--- config.mk ---
export PLATFORM = sky130hd
export DESIGN_NAME = spcl_loader
export DESIGN_NICKNAME = d
export VERILOG_FILES = /design/src/common/spcl_pkg.sv /design/src/common/spcl_word_if.sv /design/src/core/spcl_img_reader.sv /design/src/core/spcl_loader.sv
export VERILOG_INCLUDE_DIRS = /design/src /design/src/common
export SDC_FILE = /design/constraint.sdc
export NUM_CORES = 1
export LEC_CHECK = 0
export ABC_AREA = 1
export BUFFER_PORTS_ARGS = -buffer_cell sky130_fd_sc_hd__buf_2
export CORE_ASPECT_RATIO = 0.5
export CORE_UTILIZATION = 45
export DETAILED_ROUTE_END_ITERATION = 12
export PLACE_DENSITY_LB_ADDON = 0.08
export REMOVE_ABC_BUFFERS = 1
export SYNTH_ARGS = -nofsm -noshare
export SYNTH_HDL_FRONTEND = slang
export SYNTH_HIERARCHICAL = 1
export SYNTH_SLANG_ARGS = --single-unit
export TNS_END_PERCENT = 1
--- constraint.sdc ---
create_clock -name clock -period 2.3 [get_ports clock]
set_clock_uncertainty 0.2 [all_clocks]
set_input_delay 0.23 -clock clock [delete_from_list [all_inputs] [get_ports clock]]
set_output_delay 0.23 -clock clock [all_outputs]
set_load 0.02 [all_outputs]
--- src/common/spcl_consts.svh ---
// Offsets, field positions and reset values of the port config word loader
`ifndef SPCL_CONSTS_SVH
`define SPCL_CONSTS_SVH

// Image word addresses, in load order
`define SPCL_W_PM_DATA_P1   8'h53
`define SPCL_W_PM_CAP_P2    8'h54
`define SPCL_W_PM_DATA_P2   8'h55
`define SPCL_W_SLOT_P0      8'h60
`define SPCL_W_SLOT_P1      8'h62
`define SPCL_W_SLOT_P2      8'h64
`define SPCL_NUM_WORDS      3'd6

// Configuration dword offsets within one port
`define SPCL_OFF_PM_CAP     10'h040
`define SPCL_OFF_PM_CSR     10'h044
`define SPCL_OFF_PCIE_CAP   10'h0C0
`define SPCL_OFF_PORT_NUM   10'h0CC
`define SPCL_OFF_SLOT_CLK   10'h0D0
`define SPCL_OFF_LPVC       10'h144
`define SPCL_OFF_TC_MAP     10'h154

// Loader registers, in port slot 3
`define SPCL_PORT_LOADER    2'd3
`define SPCL_OFF_CTRL       10'h000
`define SPCL_OFF_STATUS     10'h004
`define SPCL_CTRL_RELOAD    0
`define SPCL_STAT_READY     0
`define SPCL_STAT_BUSY      1

// Image word bit positions
`define SPCL_IB_NO_SRST     0
`define SPCL_IB_AUX_LO      1
`define SPCL_IB_D1_SUP      4
`define SPCL_IB_D2_SUP      5
`define SPCL_IB_PME_LO      6
`define SPCL_IB_PM_DATA_LO  8
`define SPCL_IB_SLOT_IMPL   0
`define SPCL_IB_SLOT_CLK    1
`define SPCL_IB_DSI         2
`define SPCL_IB_LPVC        3
`define SPCL_IB_PNUM_LO     4
`define SPCL_IB_TC_LO       9

// Config dword bit positions
`define SPCL_CB_NO_SRST     3
`define SPCL_CB_DSI         21
`define SPCL_CB_AUX_LO      22
`define SPCL_CB_D1_SUP      25
`define SPCL_CB_D2_SUP      26
`define SPCL_CB_PME_LO      28
`define SPCL_CB_PM_DATA_LO  24
`define SPCL_CB_SLOT_IMPL   24
`define SPCL_CB_PNUM_LO     24
`define SPCL_CB_SLOT_CLK    28
`define SPCL_CB_LPVC        4
`define SPCL_CB_TC_LO       1

`define SPCL_RST_DWORD      32'h0000_0000

`endif

--- src/common/spcl_pkg.sv ---
// Types of the port config word loader
package spcl_pkg;

    typedef struct packed {
        logic [7:0] pm_data;
        logic       no_soft_rst;
        logic [2:0] aux_cur;
        logic       d1_sup;
        logic       d2_sup;
        logic [1:0] pme_d2d1;
        logic       slot_impl;
        logic       slot_clk;
        logic       dsi_req;
        logic       lpvc_vc1;
        logic [2:0] port_num;
        logic [6:0] tc_map;
    } spcl_port_fld_t;

    typedef enum logic [1:0] {
        SPCL_ST_REQ  = 2'b00,
        SPCL_ST_WAIT = 2'b01,
        SPCL_ST_DONE = 2'b10
    } spcl_state_t;

endpackage : spcl_pkg

--- src/common/spcl_word_if.sv ---
// Word fetch carrier between loader core and image reader
`timescale 1ns/1ps
`default_nettype none
interface spcl_word_if;
    logic        req;
    logic [7:0]  addr;
    logic        done;
    logic [15:0] data;

    modport loader (output req, addr, input done, data);
    modport reader (input req, addr, output done, data);
endinterface : spcl_word_if
`default_nettype wire

--- src/core/spcl_img_reader.sv ---
// Fetches one image word from external storage per request
`timescale 1ns/1ps
`default_nettype none
module spcl_img_reader (
    // Clock and reset
    input  wire logic        clock,
    input  wire logic        sys_rst,
    // Loader side
    spcl_word_if.reader      wif,
    // Image storage side
    output var  logic        img_rd_r,
    output var  logic [7:0]  img_addr_r,
    input  wire logic [15:0] img_data,
    input  wire logic        img_valid
);
    logic        busy_r,   busy_nxt;
    logic        rd_nxt;
    logic [7:0]  addr_nxt;
    logic        done_r,   done_nxt;
    logic [15:0] data_r,   data_nxt;

    always_comb begin
        busy_nxt = busy_r;
        rd_nxt   = 1'b0;
        addr_nxt = img_addr_r;
        done_nxt = 1'b0;
        data_nxt = data_r;
        if (!busy_r && wif.req) begin
            busy_nxt = 1'b1;
            rd_nxt   = 1'b1;
            addr_nxt = wif.addr;
        end else if (busy_r && img_valid) begin
            // Valid during the read pulse itself is ignored
            if (!img_rd_r) begin
                busy_nxt = 1'b0;
                done_nxt = 1'b1;
                data_nxt = img_data;
            end
        end
    end

    always_ff @(posedge clock) begin
        if (sys_rst) begin
            busy_r     <= 1'b0;
            img_rd_r   <= 1'b0;
            img_addr_r <= 8'h00;
            done_r     <= 1'b0;
            data_r     <= 16'h0000;
        end else begin
            busy_r     <= busy_nxt;
            img_rd_r   <= rd_nxt;
            img_addr_r <= addr_nxt;
            done_r     <= done_nxt;
            data_r     <= data_nxt;
        end
    end

    assign wif.done = done_r;
    assign wif.data = data_r;
endmodule : spcl_img_reader
`default_nettype wire

--- src/core/spcl_loader.sv ---
// Loads per-port configuration fields from image words 53h to 64h
// Operation
// - Word 53h upper byte loads port 1 PM data, offset 44h bits 31:24.
// - Word 54h bit 0 loads port 2 no-soft-reset flag, 44h bit 3.
// - Word 54h bits 3:1 load port 2 aux current, 40h bits 24:22.
// - Capability word bits 4,5 drive D1/D2 support bits 25,26 at 40h.
// - Capability word bits 7:6 load PME D2/D1 support, 40h bits 29:28.
// - Word 55h upper byte loads port 2 PM data, 44h bits 31:24.
// - Word 60h bit 1 loads port 0 slot clock, D0h bit 28.
// - Word 60h bit 2 loads port 0 init-required, 40h bit 21.
// - Word 60h bit 3 puts VC1 in port 0 low-priority group, 144h bit 4.
// - Word 60h bits 6:4 give port 0 logical number, CCh bits 26:24.
// - Word 60h bits 15:9 load port 0 TC map, 154h bits 7:1.
// - Word 62h bit 0 marks port 1 slot implemented, C0h bit 24.
// - Word 62h loads port 1 fields with word 60h layout.
// - Word 64h bits 0,1 load port 2 slot implemented and slot clock.
`timescale 1ns/1ps
`default_nettype none
`include "spcl_consts.svh"
module spcl_loader
    import spcl_pkg::*;
#(
    parameter int NUM_PORTS = 3
) (
    // Clock and reset
    input  wire logic        clock,
    input  wire logic        sys_rst,
    // Image storage
    output var  logic        img_rd_r,
    output var  logic [7:0]  img_addr_r,
    input  wire logic [15:0] img_data,
    input  wire logic        img_valid,
    // Register port
    input  wire logic [11:0] reg_addr,
    input  wire logic [31:0] reg_wdata,
    input  wire logic        reg_wr,
    input  wire logic        reg_rd,
    output var  logic [31:0] reg_rdata_r,
    // Status
    output var  logic        cfg_ready_r
);
    spcl_word_if wif ();

    spcl_state_t    state_r, state_nxt;
    logic [2:0]     idx_r,   idx_nxt;
    logic           ready_nxt;
    logic           req_r,   req_nxt;
    logic [31:0]    rdata_nxt;
    spcl_port_fld_t fld_r   [NUM_PORTS];
    spcl_port_fld_t fld_nxt [NUM_PORTS];

    // Image word address of each load step
    function automatic logic [7:0] word_addr(input logic [2:0] i);
        unique case (i)
            3'd0:    word_addr = `SPCL_W_PM_DATA_P1;
            3'd1:    word_addr = `SPCL_W_PM_CAP_P2;
            3'd2:    word_addr = `SPCL_W_PM_DATA_P2;
            3'd3:    word_addr = `SPCL_W_SLOT_P0;
            3'd4:    word_addr = `SPCL_W_SLOT_P1;
            default: word_addr = `SPCL_W_SLOT_P2;
        endcase
    endfunction : word_addr

    // PM capability layout of a port
    function automatic spcl_port_fld_t apply_pm_cap(
        input spcl_port_fld_t f,
        input logic [15:0]    w
    );
        spcl_port_fld_t r;
        r             = f;
        r.no_soft_rst = w[`SPCL_IB_NO_SRST];
        r.aux_cur     = w[`SPCL_IB_AUX_LO +: 3];
        r.d1_sup      = w[`SPCL_IB_D1_SUP];
        r.d2_sup      = w[`SPCL_IB_D2_SUP];
        r.pme_d2d1    = w[`SPCL_IB_PME_LO +: 2];
        return r;
    endfunction : apply_pm_cap

    // Slot word layout, shared by ports 0, 1 and 2
    function automatic spcl_port_fld_t apply_slot(
        input spcl_port_fld_t f,
        input logic [15:0]    w,
        input logic           has_impl
    );
        spcl_port_fld_t r;
        r          = f;
        if (has_impl) begin
            r.slot_impl = w[`SPCL_IB_SLOT_IMPL];
        end
        r.slot_clk = w[`SPCL_IB_SLOT_CLK];
        r.dsi_req  = w[`SPCL_IB_DSI];
        r.lpvc_vc1 = w[`SPCL_IB_LPVC];
        r.port_num = w[`SPCL_IB_PNUM_LO +: 3];
        r.tc_map   = w[`SPCL_IB_TC_LO +: 7];
        return r;
    endfunction : apply_slot

    // Config dword view of one port's fields
    function automatic logic [31:0] cfg_dword(
        input spcl_port_fld_t f,
        input logic [9:0]     off
    );
        logic [31:0] d;
        d = `SPCL_RST_DWORD;
        unique case (off)
            `SPCL_OFF_PM_CAP: begin
                d[`SPCL_CB_DSI]          = f.dsi_req;
                d[`SPCL_CB_AUX_LO +: 3]  = f.aux_cur;
                d[`SPCL_CB_D1_SUP]       = f.d1_sup;
                d[`SPCL_CB_D2_SUP]       = f.d2_sup;
                d[`SPCL_CB_PME_LO +: 2]  = f.pme_d2d1;
            end
            `SPCL_OFF_PM_CSR: begin
                d[`SPCL_CB_NO_SRST]          = f.no_soft_rst;
                d[`SPCL_CB_PM_DATA_LO +: 8]  = f.pm_data;
            end
            `SPCL_OFF_PCIE_CAP: d[`SPCL_CB_SLOT_IMPL]   = f.slot_impl;
            `SPCL_OFF_PORT_NUM: d[`SPCL_CB_PNUM_LO +: 3] = f.port_num;
            `SPCL_OFF_SLOT_CLK: d[`SPCL_CB_SLOT_CLK]    = f.slot_clk;
            `SPCL_OFF_LPVC:     d[`SPCL_CB_LPVC]        = f.lpvc_vc1;
            `SPCL_OFF_TC_MAP:   d[`SPCL_CB_TC_LO +: 7]  = f.tc_map;
            default:            d = `SPCL_RST_DWORD;
        endcase
        return d;
    endfunction : cfg_dword

    // Load sequencer
    always_comb begin
        state_nxt = state_r;
        idx_nxt   = idx_r;
        ready_nxt = cfg_ready_r;
        req_nxt   = 1'b0;
        for (int p = 0; p < NUM_PORTS; p++) begin
            fld_nxt[p] = fld_r[p];
        end
        unique case (state_r)
            SPCL_ST_REQ: begin
                req_nxt   = 1'b1;
                state_nxt = SPCL_ST_WAIT;
            end
            SPCL_ST_WAIT: begin
                if (wif.done) begin
                    unique case (idx_r)
                        3'd0: fld_nxt[1].pm_data =
                            wif.data[`SPCL_IB_PM_DATA_LO +: 8];
                        3'd1: fld_nxt[2] =
                            apply_pm_cap(fld_r[2], wif.data);
                        3'd2: fld_nxt[2].pm_data =
                            wif.data[`SPCL_IB_PM_DATA_LO +: 8];
                        3'd3: fld_nxt[0] =
                            apply_slot(fld_r[0], wif.data, 1'b0);
                        3'd4: fld_nxt[1] =
                            apply_slot(fld_r[1], wif.data, 1'b1);
                        default: fld_nxt[2] =
                            apply_slot(fld_r[2], wif.data, 1'b1);
                    endcase
                    if (idx_r == `SPCL_NUM_WORDS - 3'd1) begin
                        state_nxt = SPCL_ST_DONE;
                        ready_nxt = 1'b1;
                    end else begin
                        idx_nxt   = idx_r + 3'd1;
                        state_nxt = SPCL_ST_REQ;
                    end
                end
            end
            SPCL_ST_DONE: begin
                if (reg_wr && reg_addr[11:10] == `SPCL_PORT_LOADER
                    && reg_addr[9:0] == `SPCL_OFF_CTRL
                    && reg_wdata[`SPCL_CTRL_RELOAD]) begin
                    // Reload closes config access until it completes
                    ready_nxt = 1'b0;
                    idx_nxt   = 3'd0;
                    state_nxt = SPCL_ST_REQ;
                end
            end
            default: begin
                state_nxt = SPCL_ST_REQ;
                idx_nxt   = 3'd0;
                ready_nxt = 1'b0;
            end
        endcase
    end

    // Register read path, one cycle after the strobe
    always_comb begin
        rdata_nxt = `SPCL_RST_DWORD;
        if (reg_rd) begin
            if (reg_addr[11:10] == `SPCL_PORT_LOADER) begin
                if (reg_addr[9:0] == `SPCL_OFF_STATUS) begin
                    rdata_nxt[`SPCL_STAT_READY] = cfg_ready_r;
                    rdata_nxt[`SPCL_STAT_BUSY]  = !cfg_ready_r;
                end
            end else if (cfg_ready_r) begin
                // Config space reads zero until the load is complete
                rdata_nxt = cfg_dword(fld_r[reg_addr[11:10]],
                                      reg_addr[9:0]);
            end
        end
    end

    always_ff @(posedge clock) begin
        if (sys_rst) begin
            state_r     <= SPCL_ST_REQ;
            idx_r       <= 3'd0;
            cfg_ready_r <= 1'b0;
            req_r       <= 1'b0;
            reg_rdata_r <= `SPCL_RST_DWORD;
        end else begin
            state_r     <= state_nxt;
            idx_r       <= idx_nxt;
            cfg_ready_r <= ready_nxt;
            req_r       <= req_nxt;
            reg_rdata_r <= rdata_nxt;
        end
    end

    generate
        for (genvar p = 0; p < NUM_PORTS; p++) begin : g_port
            always_ff @(posedge clock) begin
                if (sys_rst) begin
                    fld_r[p] <= '0;
                end else begin
                    fld_r[p] <= fld_nxt[p];
                end
            end
        end
    endgenerate

    assign wif.req  = req_r;
    assign wif.addr = word_addr(idx_r);

    spcl_img_reader u_reader (
        .clock      (clock),
        .sys_rst    (sys_rst),
        .wif        (wif),
        .img_rd_r   (img_rd_r),
        .img_addr_r (img_addr_r),
        .img_data   (img_data),
        .img_valid  (img_valid)
    );
endmodule : spcl_loader
`default_nettype wire

# Word-level counts from Yosys, hierarchy flattened
# Memory sizes are Yosys's and may differ from the RTL's.
# Index checks and enable logic that the tools add are counted.
dict set report totals {
  output_inout_bits 42
  latch_bits 0
  mem_bits_ro 0
  reg_bits 66
  mem_count 1
  mem_bits_rw 90
  inputBits 65
}
dict set report classes {
  div_mod_pow 0
  magnitude_cmp 0
  n_eq_ne 45
  addsub 1
  reduce_logical 32
  bitwise_logic 17
  n_shift 0
  multipliers 0
  n_mux 47
}
# name depth width rd rd_ports_with_merged_regs write_ports line
set memory_table {}
lappend memory_table {fld_r 3 30 1 0 3 spcl_loader.sv:49} ;# spcl_port_fld_t fld_r [NUM_PORTS];
# op n
set op_table {}
lappend op_table {{$mux W73} 2}
lappend op_table {{$mux W8} 6}
lappend op_table {{$pmux W22 S2} 1}
lappend op_table {{$mux W14} 3}
lappend op_table {{$eq A10 B8 Y1 const B} 3}
lappend op_table {{$pmux W6 S5} 1}
lappend op_table {{$reduce_and A4 Y1} 7}
lappend op_table {{$mux W13} 2}
lappend op_table {{$ne A2 B2 Y1 const B} 12}
lappend op_table {{$ne A3 B3 Y1 const B} 7}
lappend op_table {{$eq A10 B7 Y1 const B} 2}
lappend op_table {{$eq A10 B9 Y1 const B} 2}
lappend op_table {{$mux W17} 1}
lappend op_table {{$reduce_or A5 Y1} 3}
lappend op_table {{$mux W1} 13}
lappend op_table {{$mux W2} 6}
lappend op_table {{$pmux W2 S3} 2}
lappend op_table {{$eq A10 B3 Y1 const B} 1}
lappend op_table {{$logic_not A10 Y1} 1}
lappend op_table {{$reduce_and A5 Y1} 2}
lappend op_table {{$mux W3} 3}
lappend op_table {{$not A1 Y1} 9}
lappend op_table {{$pmux W3 S3} 1}
lappend op_table {{$or A1 B1 Y1} 8}
lappend op_table {{23 further kinds} 44}

# Depth between registers and ports, before layout
dict set report depth {
  depth_word 6
  mapped_depth 10
  mapped_depth_nobuf 10
}

# Cells and area by module
# Netlist, hierarchy kept.
# mod cells_each seq_area_each_um2 instances area_each_um2
set modules_own_cells {}
lappend modules_own_cells {spcl_loader 453 2472.4 1 4204.0}
lappend modules_own_cells {spcl_img_reader 126 540.5 1 1011.0}

# Worst setup path after synthesis
# No wires, ideal clock.
dict set report synth_timing {
  kind {reg-to-reg}
  startpoint {register idx_r[1]}
  endpoint {memory fld_r[2][0] (netlist name), enable pin}
  n_path_buf 0
  required_time_ns 1.696
  path_stages_with_launch 6
  period_less_slack_ns 2.431
  setup_slack_ns -0.131
  setup_time_ns 0.404
  arrival_ns 1.826
  path_cell_list {dfxtp_1 inv_1 ha_1 inv_1 nor2_1 o21ai_0}
}
# item line
set synth_rtl {}
lappend synth_rtl {{from (decl)} spcl_loader.sv:45} ;# logic [2:0] idx_r, idx_nxt;
lappend synth_rtl {{from (signal assigned)} spcl_loader.sv:210} ;# idx_r <= idx_nxt;
lappend synth_rtl {{to (decl)} spcl_loader.sv:49}

# Final worst setup path
dict set report layout_timing {
  startpoint {input reg_addr[9]}
  endpoint {register reg_rdata_r[3]}
}
dict set report layout_between {
  elab_chain_len 2
  word_cells_on_any_way 3
}
# item line
set layout_rtl {}
lappend layout_rtl {{from (decl)} spcl_loader.sv:34} ;# input wire logic [11:0] reg_addr,
lappend layout_rtl {{$eq A10 B9 Y1 or $eq A10 B7 Y1 (tied branches)} spcl_loader.sv:105} ;# unique case (off)
lappend layout_rtl {{$pmux W1 S2 (*)} spcl_loader.sv:105}
lappend layout_rtl {{to (signal assigned)} spcl_loader.sv:207} ;# reg_rdata_r <= `SPCL_RST_DWORD;
lappend layout_rtl {{to (signal assigned)} spcl_loader.sv:213} ;# reg_rdata_r <= rdata_nxt;
lappend layout_rtl {{to (decl)} spcl_loader.sv:38} ;# output var logic [31:0] reg_rdata_r,
# Mark *: on every way between the ends. The rest lies on a longest branch, timed or not.
# A chain may end at the register's enable or synchronous reset.

==> results.md <==
Finish:
- In the final layout, the share of cells above drive strength 1 is 0.2046.
- The number of antenna diodes in the final layout is 0.
- The share of the core filled with cells is 0.5805.
- Compared with the post-synthesis result, the final layout area differs by 24.09%.
- The net count of the finished layout is 751.

STA:
- Setup violations remaining at the end of the flow were counted as 0.
- The final critical path time including I/O delays and setup is 2.071 ns.
- After layout, the worst setup slack is 0.2294 ns.
- For the pin with the worst max-slew slack, the measured transition is 0.5164 ns.
- The tightest hold path in the finished design has a slack of 0.009491 ns.
- The final-report hold violation count is 0.
- The total negative setup slack is 0 ns.
- In this run the tightest slew margin relative to its limit is 0.6545.
- The number of slew-limit violations in the final report was 0.
- Of the available clock period, the critical path in the final layout requires 0.9003.
- Setup repair after global routing left no endpoint under its margin.
- The timing-limited maximum frequency is 482.9 MHz.

Logic synthesis:
- The synthesized design spends more area on one cell type than any other, namely edfxtp_1.
- The synthesized instance count is 579.
- Of the post-synthesis cell area, the dominant cell type holds 0.3743.
- The combined area of all synthesized cells is 5215 sq um.
- The count of warnings emitted by yosys is 6.
- The most frequent cell after synthesis is nor2_1.
- The mean post-synth cell area is 9.007 sq um.
- The commonest cells after synthesis are nor2_1 (113), nand2_1 (98), nand3_1 (67), edfxtp_1 (65), inv_1 (55).
- The flip-flop and latch count after synthesis is 118.
- In this run, synthesis inferred 65 flip-flops with an integrated enable.
- In the post-synthesis netlist, the biggest area contributors are edfxtp_1 (37%), dfxtp_1 (20%), nor2_1 (8.1%).
- The sequential element share of the synthesized area is 0.5777.
- Counting flops with an async set or reset pin after synthesis yields a share of 0.
- The top flip-flop cell by instance count after synthesis is edfxtp_1.
- The number of unique standard cell types used by synthesis is 38.

Clock tree:
- The clock tree synthesis step divided the H-tree into 4 levels.
- The number of sinks driven by the clock tree is 118.
- After clock tree synthesis, the clock-pin slew on the worst setup and hold paths is 0.05 ns.
- Buffers inserted to repair hold after CTS numbered 20.
- The clock passes through at most 2 buffers.
- The number of clock buffers inserted by TritonCTS is 17.
- Clock latency on the worst-skew pair, taken at its later pin, is 0.41 ns.
- In this run the post-CTS setup repair buffer count came out at 0.
- In this run, post-CTS repair resized a total of 0 instances.
- The CTS tree is yes.
- The clock root buffer is clkbuf_16.

Global route:
- The first global-routing pass estimated 19.29 mm of wire.
- The number of antenna violations at the first check in global routing came to 0.
- The via count of the first global-routing pass came to 3779.
- The remaining global-route overflow is 0.
- For this run, the total global-route usage over all layers was measured as 0.2169.
- The pin count of the biggest net entering global routing is 34.

Critical path:
- Setup slack on the worst reg-to-reg path comes out at 0.35 ns.
- Along the worst path, the maximum fanout reaches 9.
- The startpoint-to-endpoint class of the critical path is in2reg.
- The reg-to-reg startpoint is idx_r[0].
- The worst register-to-register path has a depth of 6.
- The endpoint type of the worst setup path is a register.
- The arrival time at the worst endpoint is 2.22 ns.
- The required time at the worst-slack endpoint is 2.45 ns.
- The capturing point of the worst reg2reg path is fld_r[1][26].
- STA classifies the critical path startpoint as an input pin.

Detailed routing:
- In the routed layout, each cell is associated on average with a via count of 4.840.
- The post-route antenna net violation count is 0.
- The total number of vias is 4061.
- After detailed routing, the average wire length per cell comes to 14.67 um.
- The DRC marker count from the first detailed-route iteration is 296.
- The number of design rule violations left after detail routing is 0.
- The final layout contains routed wiring with a total length of 12.30 mm.
- The first-pass iteration count of the detailed router is 7.

Worst hold path:
- The path class of the tightest hold or removal check is in2reg.
- The origin of the worst min-delay path is reg_addr[4].
- The destination of the worst hold path is reg_rdata_r[4].
- The worst hold path passes through 4 cells.

Floorplan:
- The core region is 11150 sq um.
- The die is 154.2 um wide.
- The vertical die dimension is 78.12 um.
- 107 I/O pins were placed.
- The die footprint is 12050 sq um.
- The number of rows created at floorplan is 27.
- The initial core utilization is 0.4678.

Power:
- In this run the power density over the cells is 801.4 nW/um^2.
- The total power consumption of the routed design is 5186 uW.
- The leakage power is 0.002788 uW.
- The peak ir drop on the vdd network is 0.0006207 V.

Outcome:
- The run finished with clean final reports.

Placed design:
- The weighted congestion at the end of routability-driven global placement is 0.8591.
- OpenSTA, run right after detailed placement, puts the worst setup slack at 0.3777 ns.
- Detailed placement finished with a half-perimeter wire length of 8.599 mm.
- The number of port buffers is 62.

Flow run:
- Max-cap violations in this run came to 0.
-- layout make-up --
cell class                      instances  area (sq um)
Inverter                               59         221.5
Clock buffer                           21         450.4
Tap cell                              145         181.4
Multi-Input combinational cell        384          1832
Sequential cell                       118          3013
Fill cell                             989          4677
Clock inverter                         11         107.6
Timing Repair Buffer                  101         665.6
-- worst max-delay path: stages --
cell	delay, ns
dlygate4sd3_1	0.53
buf_2	0.14
nor2_4	0.18
dlygate4sd3_1	0.61
nand2_2	0.08
nor2_2	0.16
inv_2	0.09
nor2_4	0.10
nand2_1	0.05
nand2_1	0.06
-- per-stage QoR --
step	cells	area (sq um)
detailed placement	787	5713
global placement	787	5713
global route	839	6471
CTS	839	6471
finish	839	6471
floorplan	561	5066
-- worst max path at each step --
| stage | start | end | slack [ns] |
|---|---|---|---|
| 2_1_floorplan | idx_r[1] | fld_r[2][0] | -0.14 |
| 3_3_place_gp | idx_r[0] | fld_r[1][28] | 0.42 |
| 3_5_place_dp | idx_r[0] | fld_r[1][28] | 0.38 |
| 4_1_cts | reg_addr[9] | reg_rdata_r[3] | 0.22 |
| 5_1_grt | reg_addr[9] | reg_rdata_r[27] | 0.1 |
| 6_report | reg_addr[9] | reg_rdata_r[3] | 0.23 |
-- where the power goes --
part           switching, uW  total, uW  internal [uW]
registers               30.0       2320           2290
logic                    219        339            119
clock network            927       2530           1600
total                   1180       5190           4010
-- flip-flops by register name (all words and copies together), names as in the netlist --
register / flops
fld_r: 65
u_reader/img_addr_r: 8
req_r: 1
u_reader/img_rd_r: 1
state_r: 2
reg_rdata_r: 19
idx_r: 3
u_reader/wif.done: 1
cfg_ready_r: 1
u_reader/wif.data: 16
u_reader/busy_r: 1
-- layout by cell type, fill, tap and decap left out, drive strengths merged, types with 3 or more instances in the layout --
cell type	instances
a21oi	8
a22oi	3
buf	81
clkbuf	21
clkinv	9
conb	16
dfxtp	53
dlygate4sd3	20
edfxtp	65
ha	5
inv	58
nand2	103
nand3	69
nand3b	8
nand4	6
nor2	133
nor3	3
o21ai	14
-- layer usage --
metal / GRT usage / vias up / share of wire
met1: 0.3234 / 1841 / 0.53
met3: 0.05301 / 15 / 0.072
met4: 0.06800 / 0 / 0.0092
met2: 0.3064 / 142 / 0.39
li1: - / 2063 / -
met5: 0 / - / 0
-- cells by family after synthesis --
group	share of synthesized area
and+or+nand+nor	0.2843
muxes	0.001919
AOI/OAI and AO/OA	0.04151
other	0.001440
DFF	0.5777
adders and majority gates	0.01200
buffers and inverters	0.08109
Power figures use the tool's default switching activity.
